$ cat config.mk
export PLATFORM = sky130hd
export DESIGN_NAME = ipt_ctrl
export DESIGN_NICKNAME = d
export VERILOG_FILES = /design/src/hdl/ipt_pkg.sv /design/src/hdl/ipt_edge_if.sv /design/src/hdl/ipt_edge_detect.sv /design/src/hdl/ipt_ctrl.sv
export SDC_FILE = /design/constraint.sdc
export NUM_CORES = 1
export LEC_CHECK = 0
export BUFFER_PORTS_ARGS = -buffer_cell sky130_fd_sc_hd__buf_2
export CORE_UTILIZATION = 40
export CTS_BUF_LIST = sky130_fd_sc_hd__clkbuf_8 sky130_fd_sc_hd__clkbuf_16
export CTS_CLUSTER_DIAMETER = 80
export DETAILED_ROUTE_END_ITERATION = 10
export HOLD_SLACK_MARGIN = 0.1
export SYNTH_ARGS = -nofsm -noshare
export SYNTH_HDL_FRONTEND = slang
export SYNTH_SLANG_ARGS = --single-unit
$ cat constraint.sdc
create_clock -name ref_clk -period 60.7 [get_ports ref_clk]
set_input_delay 15.175 -clock ref_clk [delete_from_list [all_inputs] [get_ports ref_clk]]
set_output_delay 15.175 -clock ref_clk [all_outputs]
set_load 0.02 [all_outputs]
$ cat src/hdl/ipt_pkg.sv
/*
 * constants for the interrupt priority and trap control block: register
 * offsets, field positions, reset values and widths.
 * assumes a 16-bit register port with byte addresses on even boundaries.
 */
package ipt_pkg;
  localparam int NUM_SRC = 16;
  localparam int DW = 16;
  localparam int AW = 8;
  // ==========================================================================
  // register offsets
  localparam logic [7:0] OFS_STATUS = 8'h00;
  localparam logic [7:0] OFS_CORE = 8'h02;
  localparam logic [7:0] OFS_TRAP1 = 8'h04;
  localparam logic [7:0] OFS_TRAP2 = 8'h06;
  localparam logic [7:0] OFS_TRAP3 = 8'h08;
  localparam logic [7:0] OFS_TRAP4 = 8'h0a;
  localparam logic [7:0] OFS_PEND = 8'h0c;
  localparam logic [7:0] OFS_FLAG = 8'h10;
  localparam logic [7:0] OFS_ENABLE = 8'h12;
  localparam logic [7:0] OFS_PRIO0 = 8'h14;
  localparam logic [7:0] OFS_PRIO3 = 8'h1a;
  // ==========================================================================
  // field positions
  localparam int IPL_LSB = 5;
  localparam int IPL_MSB = 7;
  localparam int CORE_VAR = 15;
  localparam int CORE_CPU_PRIORITY_MSB = 3;
  localparam int T1_NEST = 15;
  localparam int T1_ACC_A_OVF = 14;
  localparam int T1_ACC_B_OVF = 13;
  localparam int T1_ACC_A_CAT = 12;
  localparam int T1_ACC_B_CAT = 11;
  localparam int T1_A_TE = 10;
  localparam int T1_B_TE = 9;
  localparam int T1_CAT_TE = 8;
  localparam int T1_SHIFT = 7;
  localparam int T1_DIV0 = 6;
  localparam int T1_DMA = 5;
  localparam int T1_MATH = 4;
  localparam int T1_ADDR = 3;
  localparam int T1_STACK = 2;
  localparam int T1_OSC = 1;
  localparam int T2_GIE = 15;
  localparam int T3_DMA_ADDR = 5;
  localparam int T3_LOOP_OVF = 4;
  localparam int T4_SOFT_HARD = 0;
  localparam int PEND_LVL_LSB = 8;
  localparam int NUM_EXT = 3;
  localparam int PRIO_W = 3;
  localparam int PRIO_STRIDE = 4;
  localparam int SRC_PER_PRIO = 4;
  // ==========================================================================
  // masks and reset values
  localparam logic [15:0] T1_WR_MASK = 16'hfffe;
  localparam logic [15:0] T1_FLAG_MASK = 16'h78fe;
  localparam logic [15:0] T2_WR_MASK = 16'h8007;
  localparam logic [15:0] T2_RESET = 16'h8000;
  localparam logic [15:0] T3_WR_MASK = 16'h0030;
  localparam logic [15:0] T4_WR_MASK = 16'h0001;
  localparam logic [2:0] LVL_LOW_MAX = 3'h7;
  // trap event input positions
  localparam int EV_ACC_A_OVF = 0;
  localparam int EV_ACC_B_OVF = 1;
  localparam int EV_ACC_A_CAT = 2;
  localparam int EV_ACC_B_CAT = 3;
  localparam int EV_SHIFT = 4;
  localparam int EV_DIV0 = 5;
  localparam int EV_DMA = 6;
  localparam int EV_MATH = 7;
  localparam int EV_ADDR = 8;
  localparam int EV_STACK = 9;
  localparam int EV_OSC = 10;
  localparam int EV_DMA_ADDR = 11;
  localparam int EV_LOOP_OVF = 12;
  localparam int EV_SOFT_HARD = 13;
  localparam int NUM_EV = 14;
endpackage : ipt_pkg

$ cat src/hdl/ipt_edge_if.sv
/*
 * carrier between the controller and one external request edge detector.
 * assumes both ends run on ref_clk.
 */
`timescale 1ns/1ps
`default_nettype none
interface ipt_edge_if;
  logic falling_sel;
  logic edge_seen;
  modport det (input falling_sel, output edge_seen);
  modport ctl (output falling_sel, input edge_seen);
endinterface : ipt_edge_if
`default_nettype wire

$ cat src/hdl/ipt_edge_detect.sv
/*
 * one external request pin: two-stage synchroniser and edge detector with
 * polarity select; emits a one-cycle pulse per chosen edge.
 * assumes the pin is asynchronous to ref_clk.
 */
`timescale 1ns/1ps
`default_nettype none
module ipt_edge_detect
  import ipt_pkg::*;
(
  input wire logic ref_clk,
  input wire logic sys_rst,
  input wire logic pin_raw,
  ipt_edge_if.det eif
);
  logic meta_q;
  logic sync_q;
  logic prev_q;
  logic pulse_q;
  // first stage feeds only the second
  always_ff @(posedge ref_clk) begin
    if (sys_rst) begin
      meta_q <= 1'b0;
      sync_q <= 1'b0;
      prev_q <= 1'b0;
    end else begin
      meta_q <= pin_raw;
      sync_q <= meta_q;
      prev_q <= sync_q;
    end
  end
  always_ff @(posedge ref_clk) begin
    if (sys_rst) begin
      pulse_q <= 1'b0;
    end else begin
      pulse_q <= eif.falling_sel ? (prev_q & ~sync_q) : (~prev_q & sync_q);
    end
  end
  assign eif.edge_seen = pulse_q;
endmodule : ipt_edge_detect
`default_nettype wire

$ cat src/hdl/ipt_ctrl.sv
/*
 * interrupt priority and trap control: request flags, enables, priorities,
 * cpu priority level, pending vector latch, trap cause flags and control.
 * assumes peripheral requests and trap events are one-cycle pulses on
 * ref_clk, and the core acknowledges with one-cycle pulses.
 */
// Design decisions made here: the register offsets and the address-and-strobe port.
// Behaviour
// - hardware sets request flag, software write clears
// - one enable bit per source
// - three-bit priority per source, eight levels
// - latch pending vector and its level
// - bit positions follow vector order
// - status bits 7:5 hold writable low level
// - level high bit read-only to software
// - level is high bit joined above low bits
// - user interrupts blocked at high bit or 111
// - nesting disable makes low level read-only
// - nesting disable bit resets to zero
// - high bit reads one above level 7
// - core bit 15 selects variable latency
// - accumulator overflow and catastrophic trap flags
// - accumulator overflow trap enable bits
// - bad shift and divide zero flags
// - dma trap and math trap flags
// - control two: global enable, pin polarity
// - control three and four trap flags
// - global enable clear blocks interrupts, not traps
// - vector code zero means vector 8
// - polarity one falling edge, zero rising
`timescale 1ns/1ps
`default_nettype none
module ipt_ctrl
  import ipt_pkg::*;
(
  input wire logic ref_clk,
  input wire logic sys_rst,
  input wire logic [AW-1:0] reg_addr,
  input wire logic [DW-1:0] reg_wdata,
  input wire logic reg_wr,
  input wire logic reg_rd,
  output logic [DW-1:0] reg_rdata,
  input wire logic [NUM_EXT-1:0] ext_pin,
  input wire logic [NUM_SRC-1:0] periph_req,
  input wire logic [NUM_EV-1:0] trap_evt,
  input wire logic irq_ack,
  input wire logic level_load,
  input wire logic [3:0] level_value,
  output logic irq_req,
  output logic [6:0] irq_vector,
  output logic [3:0] irq_level,
  output logic trap_req,
  output logic [3:0] cpu_level,
  output logic var_latency
);
  // ==========================================================================
  // state
  logic [NUM_SRC-1:0] flag_q;
  logic [NUM_SRC-1:0] enable_q;
  logic [PRIO_W-1:0] prio_q [NUM_SRC];
  logic [2:0] lvl_low_q;
  logic lvl_msb_q;
  logic var_q;
  logic [DW-1:0] t1_q;
  logic [DW-1:0] t2_q;
  logic [DW-1:0] t3_q;
  logic [DW-1:0] t4_q;
  logic [6:0] pend_vec_q;
  logic [3:0] pend_lvl_q;
  logic req_q;
  logic trap_q;
  logic [DW-1:0] rdata_q;
  logic [NUM_SRC-1:0] hw_set;
  logic [NUM_EXT-1:0] ext_edge;
  logic [3:0] cur_lvl;
  logic nest_dis;
  logic global_irq_enable;
  assign cur_lvl = {lvl_msb_q, lvl_low_q};
  assign nest_dis = t1_q[T1_NEST];
  assign global_irq_enable = t2_q[T2_GIE];
  // ==========================================================================
  // external request pins
  // a pin idling high on rising polarity shows one edge after reset
  ipt_edge_if eif [NUM_EXT] ();
  genvar g;
  generate
    for (g = 0; g < NUM_EXT; g++) begin : g_ext
      assign eif[g].falling_sel = t2_q[g];
      assign ext_edge[g] = eif[g].edge_seen;
      ipt_edge_detect u_edge (
        .ref_clk(ref_clk),
        .sys_rst(sys_rst),
        .pin_raw(ext_pin[g]),
        .eif(eif[g])
      );
    end
  endgenerate
  // external pins take the lowest natural order positions
  always_comb begin
    hw_set = periph_req;
    hw_set[NUM_EXT-1:0] = periph_req[NUM_EXT-1:0] | ext_edge;
  end
  // ==========================================================================
  // request flags and enables
  always_ff @(posedge ref_clk) begin
    if (sys_rst) begin
      flag_q <= '0;
    end else if (reg_wr && reg_addr == OFS_FLAG) begin
      flag_q <= (flag_q & reg_wdata) | hw_set; // set wins over clear
    end else begin
      flag_q <= flag_q | hw_set;
    end
  end
  always_ff @(posedge ref_clk) begin
    if (sys_rst) begin
      enable_q <= '0;
    end else if (reg_wr && reg_addr == OFS_ENABLE) begin
      enable_q <= reg_wdata;
    end
  end
  always_ff @(posedge ref_clk) begin
    if (sys_rst) begin
      for (int i = 0; i < NUM_SRC; i++) prio_q[i] <= '0;
    end else if (reg_wr && reg_addr >= OFS_PRIO0 && reg_addr <= OFS_PRIO3 && !reg_addr[0]) begin
      for (int j = 0; j < SRC_PER_PRIO; j++) begin
        prio_q[(32'(reg_addr - OFS_PRIO0) >> 1) * SRC_PER_PRIO + j] <=
          reg_wdata[j*PRIO_STRIDE +: PRIO_W];
      end
    end
  end
  // ==========================================================================
  // cpu priority level; the core path wins over a software write
  always_ff @(posedge ref_clk) begin
    if (sys_rst) begin
      lvl_low_q <= '0;
      lvl_msb_q <= 1'b0;
    end else if (level_load) begin
      lvl_low_q <= level_value[2:0];
      lvl_msb_q <= level_value[3]; // only the core moves it
    end else if (irq_ack && req_q) begin
      // with nesting off the handler runs at 7 so no user interrupt preempts it
      lvl_low_q <= nest_dis ? LVL_LOW_MAX : pend_lvl_q[2:0];
    end else if (reg_wr && reg_addr == OFS_STATUS && !nest_dis) begin
      lvl_low_q <= reg_wdata[IPL_MSB:IPL_LSB];
    end
  end
  always_ff @(posedge ref_clk) begin
    if (sys_rst) begin
      var_q <= 1'b0;
    end else if (reg_wr && reg_addr == OFS_CORE) begin
      var_q <= reg_wdata[CORE_VAR];
    end
  end
  // ==========================================================================
  // trap control and status registers
  logic [DW-1:0] t1_set;
  always_comb begin
    t1_set = '0;
    t1_set[T1_ACC_A_OVF] = trap_evt[EV_ACC_A_OVF] & t1_q[T1_A_TE];
    t1_set[T1_ACC_B_OVF] = trap_evt[EV_ACC_B_OVF] & t1_q[T1_B_TE];
    t1_set[T1_ACC_A_CAT] = trap_evt[EV_ACC_A_CAT] & t1_q[T1_CAT_TE];
    t1_set[T1_ACC_B_CAT] = trap_evt[EV_ACC_B_CAT] & t1_q[T1_CAT_TE];
    t1_set[T1_SHIFT] = trap_evt[EV_SHIFT];
    t1_set[T1_DIV0] = trap_evt[EV_DIV0];
    t1_set[T1_DMA] = trap_evt[EV_DMA];
    t1_set[T1_MATH] = trap_evt[EV_MATH] | trap_evt[EV_SHIFT] | trap_evt[EV_DIV0];
    t1_set[T1_ADDR] = trap_evt[EV_ADDR];
    t1_set[T1_STACK] = trap_evt[EV_STACK];
    t1_set[T1_OSC] = trap_evt[EV_OSC];
  end
  always_ff @(posedge ref_clk) begin
    if (sys_rst) begin
      t1_q <= '0;
    end else if (reg_wr && reg_addr == OFS_TRAP1) begin
      t1_q <= (reg_wdata & T1_WR_MASK) | t1_set;
    end else begin
      t1_q <= t1_q | t1_set;
    end
  end
  always_ff @(posedge ref_clk) begin
    if (sys_rst) begin
      t2_q <= T2_RESET;
    end else if (reg_wr && reg_addr == OFS_TRAP2) begin
      t2_q <= reg_wdata & T2_WR_MASK;
    end
  end
  always_ff @(posedge ref_clk) begin
    if (sys_rst) begin
      t3_q <= '0;
      t4_q <= '0;
    end else begin
      t3_q[T3_DMA_ADDR] <= trap_evt[EV_DMA_ADDR] |
        ((reg_wr && reg_addr == OFS_TRAP3) ? reg_wdata[T3_DMA_ADDR] : t3_q[T3_DMA_ADDR]);
      t3_q[T3_LOOP_OVF] <= trap_evt[EV_LOOP_OVF] |
        ((reg_wr && reg_addr == OFS_TRAP3) ? reg_wdata[T3_LOOP_OVF] : t3_q[T3_LOOP_OVF]);
      t4_q[T4_SOFT_HARD] <= trap_evt[EV_SOFT_HARD] |
        ((reg_wr && reg_addr == OFS_TRAP4) ? reg_wdata[T4_SOFT_HARD] : t4_q[T4_SOFT_HARD]);
    end
  end
  // traps ignore the global enable and the cpu level
  always_ff @(posedge ref_clk) begin
    if (sys_rst) begin
      trap_q <= 1'b0;
    end else begin
      trap_q <= |(t1_q & T1_FLAG_MASK) | |(t3_q & T3_WR_MASK) | |(t4_q & T4_WR_MASK);
    end
  end
  // ==========================================================================
  // arbitration: ascending scan with strict compare keeps the lower vector
  logic [NUM_SRC-1:0] eligible;
  logic [6:0] best_idx;
  logic [3:0] best_lvl;
  logic any_elig;
  always_comb begin
    best_idx = '0;
    best_lvl = '0;
    any_elig = 1'b0;
    for (int i = 0; i < NUM_SRC; i++) begin
      // a zero-extended priority never exceeds 8..15 nor level 7
      eligible[i] = flag_q[i] & enable_q[i] & global_irq_enable & ({1'b0, prio_q[i]} > cur_lvl);
      if (eligible[i] && (!any_elig || {1'b0, prio_q[i]} > best_lvl)) begin
        best_idx = 7'(i);
        best_lvl = {1'b0, prio_q[i]};
        any_elig = 1'b1;
      end
    end
  end
  always_ff @(posedge ref_clk) begin
    if (sys_rst) begin
      pend_vec_q <= '0;
      pend_lvl_q <= '0;
      req_q <= 1'b0;
    end else begin
      req_q <= any_elig;
      if (any_elig) begin
        pend_vec_q <= best_idx;
        pend_lvl_q <= best_lvl;
      end
    end
  end
  // ==========================================================================
  // register read port; unmapped offsets read zero
  always_ff @(posedge ref_clk) begin
    if (sys_rst) begin
      rdata_q <= '0;
    end else if (reg_rd) begin
      rdata_q <= '0;
      case (reg_addr)
        OFS_STATUS: rdata_q[IPL_MSB:IPL_LSB] <= lvl_low_q;
        OFS_CORE: begin
          rdata_q[CORE_VAR] <= var_q;
          rdata_q[CORE_CPU_PRIORITY_MSB] <= lvl_msb_q;
        end
        OFS_TRAP1: rdata_q <= t1_q;
        OFS_TRAP2: rdata_q <= t2_q;
        OFS_TRAP3: rdata_q <= t3_q;
        OFS_TRAP4: rdata_q <= t4_q;
        OFS_PEND: rdata_q <= {4'h0, pend_lvl_q, 1'b0, pend_vec_q};
        OFS_FLAG: rdata_q <= flag_q;
        OFS_ENABLE: rdata_q <= enable_q;
        default: begin
          if (reg_addr >= OFS_PRIO0 && reg_addr <= OFS_PRIO3 && !reg_addr[0]) begin
            for (int j = 0; j < SRC_PER_PRIO; j++) begin
              rdata_q[j*PRIO_STRIDE +: PRIO_W] <= prio_q[(32'(reg_addr - OFS_PRIO0) >> 1) * SRC_PER_PRIO + j];
            end
          end
        end
      endcase
    end
  end
  assign reg_rdata = rdata_q;
  assign irq_req = req_q;
  assign irq_vector = pend_vec_q;
  assign irq_level = pend_lvl_q;
  assign trap_req = trap_q;
  assign cpu_level = cur_lvl;
  assign var_latency = var_q;
endmodule : ipt_ctrl
`default_nettype wire

==> impl_metrics.ini, run 1 <==
[outcome]
status = complete, no violations

[critical_path]
cp_common_cell = ha_1
cp-startpoint = lvl_low_q[1]$_SDFFE_PP0P_
crit_family = compound AO/OA/AOI/OAI gates
crit_cells = 118
criticalPathCategory = reg2reg
critPathBufInv = 5
worst_r2r_endpoint = irq_level[1]$_SDFFE_PP0P_
cp.required_ns = 61.00
endpoint = irq_level[1]$_SDFFE_PP0P_
cpMaxStageDelayCell = o21ai_1
r2r.worst_path.cells = 118
rrSetupSlack_ns = 38.09
arrival_ns = 22.91
critical_path.max_fanout = 18
cp-end-kind = register
r2r-start = lvl_low_q[1]$_SDFFE_PP0P_
start_kind = register
worst_path_largest_cell_delay_ns = 0.48

[logic_synthesis]
postSynth.asyncResetShare_pct = 0
synth-edff-count = 48
synth_cell_types = 73
yosysWarnings = 0
ys.flop_type = dfxtp_1
syn-mean-instance-area_um2 = 8.891
seq_area_frac_synth_pct = 34.64
syn-cell-area_um2 = 9709
synth-seq-cells = 144
synth_cells = 1092

[global_routing]
grt_pass1_wl_um = 47730
grt-ovfl-total = 0
antenna_found_initial = 0
grt_max_degree = 91
grt_pass1_vias = 8190
track_usage_pct = 25.88

[clock_tree]
cts-root-buf = clkbuf_16
postCtsHoldBufs = 0
clk_pin_slew_worst_paths_ns = 0.07
cts_resized = 0
clock_latency_ns = 0.42
cts_buffers = 17
htree_levels = 4
post_cts_buffers = 0
tritoncts = yes
clock-sinks = 144
cts_buffer_depth = 2

[floorplanning]
core_um2 = 23610
dieArea_um2 = 24900
row_count = 56
initial_core_util_pct = 41.12
ioPinCount = 101
die_x_um = 157.8
die_h_um = 157.8

[timing]
period_needed_ns = 22.61
worstMarginPinSlew_ns = 1.161
rsz0062_at_grt = no
finClkSkew_ns = 0.009416
fmax_ghz = 0.04423
finalSetupViolations = 0
drv_slew = 0
min_period_over_period_pct = 37.25
finalSetupTns_ns = 0
hold_viol = 0
holdWs_ns = 0.4427
relSlewSlack_pct = 22.41

[drt]
vias_per_cell = 5.834
drc_errors = 0
via_count = 8757
finalWirelength_um = 31290
post_drt_wl_per_cell_um = 20.84
drtAntennaViolNets = 0
drt-initial-drc-count = 717
dr.pass1.iters = 7

[placed_design]
io_buffers = 96
gp_congestion = 0.9599
dp_hpwl_um = 23560

[power_and_ir_drop]
p_clk_share_pct = 43.1
p_sw_mw = 0.06877
total_leakage_power_nw = 4.482
p_per_area_nw_per_um2 = 22.16
swShare_pct = 28.08
ir_drop_mv = 0.02058
comb_power_share_pct = 12.6
power_frac_seq_pct = 44.3
intPower_mw = 0.1761

[run]
cap_violations = 0

[min_path]
hold_class = reg2reg

[cells_and_area]
regArea_um2 = 3363
fillers = 2325
antenna_cells = 0
synthToLayoutAreaGrowth_pct = 13.81
nets = 1329
multiInputGateArea_um2 = 5858
drive_gt1_share_pct = 17.51
## cell type report
class / count / area share [%]
Clock buffer: 18 / 4.076
Tap cell: 319 / 3.612
Sequential cell: 144 / 30.43
Multi-Input combinational cell: 827 / 53.01
Clock inverter: 14 / 1.302
Inverter: 72 / 2.446
Timing Repair Buffer: 107 / 5.118
## worst reg2reg max path, delay by kind of cell (launching register included)
kind	cells	cell delay, ns
AO/OA/AOI/OAI	63	11.29
AND/OR/NAND/NOR	32	5.21
adder cells (fa/ha/maj)	16	4.37
multiplexers	2	0.85
buffers and inverters	5	0.53
flip-flops	1	0.30
## metrics by stage
stage	power, mW	instance area [um^2]	setup slack [ns]	util [%]	cells
2_1_floorplan	0.1284	9721	40.57	-	1095
3_3_place_gp	0.1405	10460	38.96	44.28	1469
3_5_place_dp	0.1410	10460	38.40	44.28	1469
4_1_cts	0.2452	11050	38.34	46.80	1501
5_1_grt	0.2538	11050	36.06	46.80	1501
6_report	0.2449	11050	38.09	46.80	1501
## synth_stat cells (all sizes together) (6+ instances only)
library cell,n,area (um^2)
a21o,21,157.7
dfxtp,96,1922
nor3,25,125.1
clkbuf,36,135.1
mux2,22,247.7
o21ai,51,255.2
o21a,15,112.6
a221oi,9,78.83
a311oi,20,222.7
a22oi,17,127.6
mux2i,11,110.1
ha,93,1164
nand4,6,37.54
edfxtp,48,1441
nand3,25,130.1
inv,72,270.3
o211ai,10,85.08
a32oi,10,95.10
a21oi,84,431.7
a211oi,19,142.6
nor2,64,240.2
or2,8,50.05
nand2,125,469.2
nor2b,26,162.7
and2,59,369.1
mux4,12,270.3
buf,16,98.85
a31oi,20,125.1
nand3b,9,67.56
## power by group through the flow
stage / Combinational (mW) / Clock (mW) / Sequential (mW)
4_1_cts: 0.0308 / 0.106 / 0.108
3_5_place_dp: 0.0306 / 0 / 0.110
2_1_floorplan: 0.0193 / 0 / 0.109
3_3_place_gp: 0.0302 / 0 / 0.110
6_report: 0.0309 / 0.106 / 0.108
5_1_grt: 0.0346 / 0.111 / 0.109
## metal layers
metal,vias to the layer above,global-route usage [%],part of all wire (%)
li1,4175,-,-
met2,342,42.02,46
met1,4190,35.21,45
met3,50,3.613,6.4
met5,-,0,0
met4,0,8.553,2.5
## cells in the final DEF, fill, tap and decap left out, types with 4 or more instances in the layout
cell type,instances
o21a_1,15
a22oi_1,17
conb_1,4
a222oi_1,5
a32oi_1,9
a211oi_1,19
inv_6,6
buf_4,12
o21ai_0,44
inv_1,72
mux2_2,22
o22ai_1,4
edfxtp_1,48
clkbuf_16,18
nand2_1,125
buf_2,95
nand4_1,6
and2_1,59
dfxtp_1,96
a21o_1,21
nor2_1,64
o21ai_1,7
a21oi_1,81
nand3_1,24
nor2b_1,26
nor4_1,4
a311oi_1,16
nand2b_1,4
a221oi_1,9
o211ai_1,8
or2_2,8
and3_1,5
ha_1,93
nand3b_1,9
nor3_1,24
a31oi_1,20
mux2i_1,11
mux4_2,12
## worst min-delay path by stage
stage / slack [ns] / from / depth (start not counted) / end
CTS: 0.45 / g_ext[1].u_edge.meta_q$_SDFF_PP0_ / 1 / g_ext[1].u_edge.sync_q$_SDFF_PP0_
finish: 0.44 / g_ext[1].u_edge.meta_q$_SDFF_PP0_ / 1 / g_ext[1].u_edge.sync_q$_SDFF_PP0_
global route: 0.46 / g_ext[0].u_edge.meta_q$_SDFF_PP0_ / 1 / g_ext[0].u_edge.sync_q$_SDFF_PP0_
floorplan: 0.41 / g_ext[0].u_edge.meta_q$_SDFF_PP0_ / 1 / g_ext[0].u_edge.sync_q$_SDFF_PP0_
detailed placement: 0.43 / g_ext[1].u_edge.meta_q$_SDFF_PP0_ / 1 / g_ext[1].u_edge.sync_q$_SDFF_PP0_
global placement: 0.42 / g_ext[0].u_edge.meta_q$_SDFF_PP0_ / 1 / g_ext[0].u_edge.sync_q$_SDFF_PP0_
## flip-flops by register name (all words and copies together) (netlist names), 4 cells and up
name	flops
prio_q	48
enable_q	16
flag_q	16
reg_rdata	16
t1_q	15
irq_vector	4
t2_q	4
## cell families (layout without fill, tap and decap cells)
kind of cell | after synthesis | after routing | synth area share (%)
fa+ha+maj | 93 | 93 | 11.98
compound gates | 312 | 312 | 22.62
flops | 144 | 144 | 34.64
buf+inv | 124 | 211 | 5.193
xor+xnor | 1 | 1 | 0.09022
mux | 45 | 45 | 6.469
other cells | 1 | 4 | 0.03862
simple gates | 372 | 372 | 18.97
Power figures use the tool's default switching activity.
==> run 2: changes to the inputs <==
Clock period 60.7 ns to 20.4 ns, I/O delays scaled along.
==> run 2 against run 1 <==
Against the previous run: worst setup slack worse by 37 ns; register-to-register slack worse by 37 ns; die area unchanged; largest cell class unchanged; highest routed layer is now met5; clock skew up 0.00073 ns.
==> impl_metrics.ini, run 2 (same netlist as run 1, synthesis figures left out) <==
[outcome]
status = complete, no violations

[timing]
finalSetupTns_ns = 0
worstMarginPinSlew_ns = 1.157
relSlewSlack_pct = 22.70
hold_viol = 0
finalSetupViolations = 0
finClkSkew_ns = 0.01015
fmax_ghz = 0.05052
min_period_over_period_pct = 97.03
period_needed_ns = 19.79
drv_slew = 0

[floorplanning]
dieArea_um2 = 24900
ioPinCount = 101
die_x_um = 157.8
die_h_um = 157.8
core_um2 = 23610
initial_core_util_pct = 41.12
row_count = 56

[clock_tree]
cts_buffers = 17
clock_latency_ns = 0.43
tritoncts = yes
postCtsHoldBufs = 0
clk_pin_slew_worst_paths_ns = 0.07
cts-root-buf = clkbuf_16
clock-sinks = 144
htree_levels = 4
cts_buffer_depth = 2

[placed_design]
gp_congestion = 0.9219
place_area_um2 = 10610
dp_hpwl_um = 23880
place_inst = 1490
io_buffers = 96

[global_routing]
grt_max_degree = 91
grt_pass1_vias = 8477
antenna_found_initial = 1
grt-ovfl-total = 0
track_usage_pct = 26.36
grt_pass1_wl_um = 48870

[cells_and_area]
antenna_cells = 0
fin_cells = 1571
fillers = 2228
final_core_util_pct = 51.55
regMostFlops = prio_q
drive_gt1_share_pct = 28.91
final_cell_mix = 118 x nand2_1, 95 x dfxtp_1, 95 x buf_2, 79 x ha_1, 79 x buf_4
largest_register_ffs = 48
design_area_um2 = 12170
layout_commonest_cell = nand2_1
nets = 1399
synthToLayoutAreaGrowth_pct = 25.37

[run]
cap_violations = 0

[critical_path]
arrival_ns = 20.10
critPathBufInv = 6
cp_common_cell = a21o_1
cpMaxStageDelayCell = dfxtp_1
worst_path_largest_cell_delay_ns = 0.42
criticalPathCategory = reg2reg
cp-end-kind = register
critical_path.max_fanout = 7
crit_family = compound AO/OA/AOI/OAI gates
rrSetupSlack_ns = 0.61
cp.required_ns = 20.71
start_kind = register

[power_and_ir_drop]
total_power_mw = 0.7445
ir_drop_mv = 0.05731
p_per_area_nw_per_um2 = 61.16
total_leakage_power_nw = 4.938

[min_path]
hold_class = reg2reg

[drt]
drt-initial-drc-count = 772
post_drt_wl_per_cell_um = 21.15
finalWirelength_um = 33230
dr.pass1.iters = 5
via_count = 9129
vias_per_cell = 5.811
drtAntennaViolNets = 0
drc_errors = 0
run 2: cell types whose count changed in the layout (fill, tap and decap cells not counted), moves of 5 or more:
cell,before,now
buf_4,12,79
nand2_2,0,7
nor2_1,64,58
a211oi_1,19,14
o21ai_2,0,8
ha_1,93,79
nor2_2,0,5
o21ai_0,44,31
a21oi_1,81,75
a21oi_2,3,8
ha_4,0,13
nand2_1,125,118
run 2: cell type report:
| cell class | instances | area (um^2) | area share [%] |
|---|---|---|---|
| multi-input cells | 828 | 6451 | 53.00 |
| flip-flops and latches | 144 | 3364 | 27.64 |
| repair buffers | 176 | 1091 | 8.963 |
| clock buffers | 17 | 425.4 | 3.495 |
| well taps | 319 | 399.1 | 3.279 |
| inverters | 72 | 270.3 | 2.220 |
| clock inverters | 15 | 171.4 | 1.408 |
run 2: worst paths after layout:
check                                                  startpoint                                end  cells after the start
worst max-delay path                        t2_q[15]$_SDFFE_PP1P_          irq_level[2]$_SDFFE_PP0P_                    116
worst min register to register  g_ext[1].u_edge.meta_q$_SDFF_PP0_  g_ext[1].u_edge.sync_q$_SDFF_PP0_                      1
worst min-delay path            g_ext[1].u_edge.meta_q$_SDFF_PP0_  g_ext[1].u_edge.sync_q$_SDFF_PP0_                      1
worst max register to register              t2_q[15]$_SDFFE_PP1P_          irq_level[2]$_SDFFE_PP0P_                    116
run 2: repair_timing:
action                     4_1_cts  5_1_grt
pin swaps                       11       68
resized for setup               21      103
setup endpoints to repair        7        7
setup buffers                   16       32
cloned                           0        1
run 2: where the power goes:
group	leakage [nW]	internal, mW	total [mW]	switching [mW]
Sequential	1.24	0.308	0.324	0.0155
Clock	0.294	0.184	0.318	0.134
Combinational	3.40	0.0422	0.103	0.0608
run 2: metal layers:
layer  wire [um]  up-vias  global-route usage, %  share of wire (%)
met2       15790      327                  42.73                 48
li1            -     4320                      -                  -
met5          13        -                      0              0.039
met3        1896       60                  3.449                5.7
met4         772        2                  8.599                2.3
met1       14760     4420                  36.08                 44
run 2: per-stage QoR:
step	hold slack, ns	worst slack, ns
after floorplan	0.4138	0.2666
after global placement	0.4176	-0.1843
after detailed placement	0.4266	-0.7943
after CTS	0.4429	0.005851
after global routing	0.4568	-0.3331
final	0.4376	0.6056
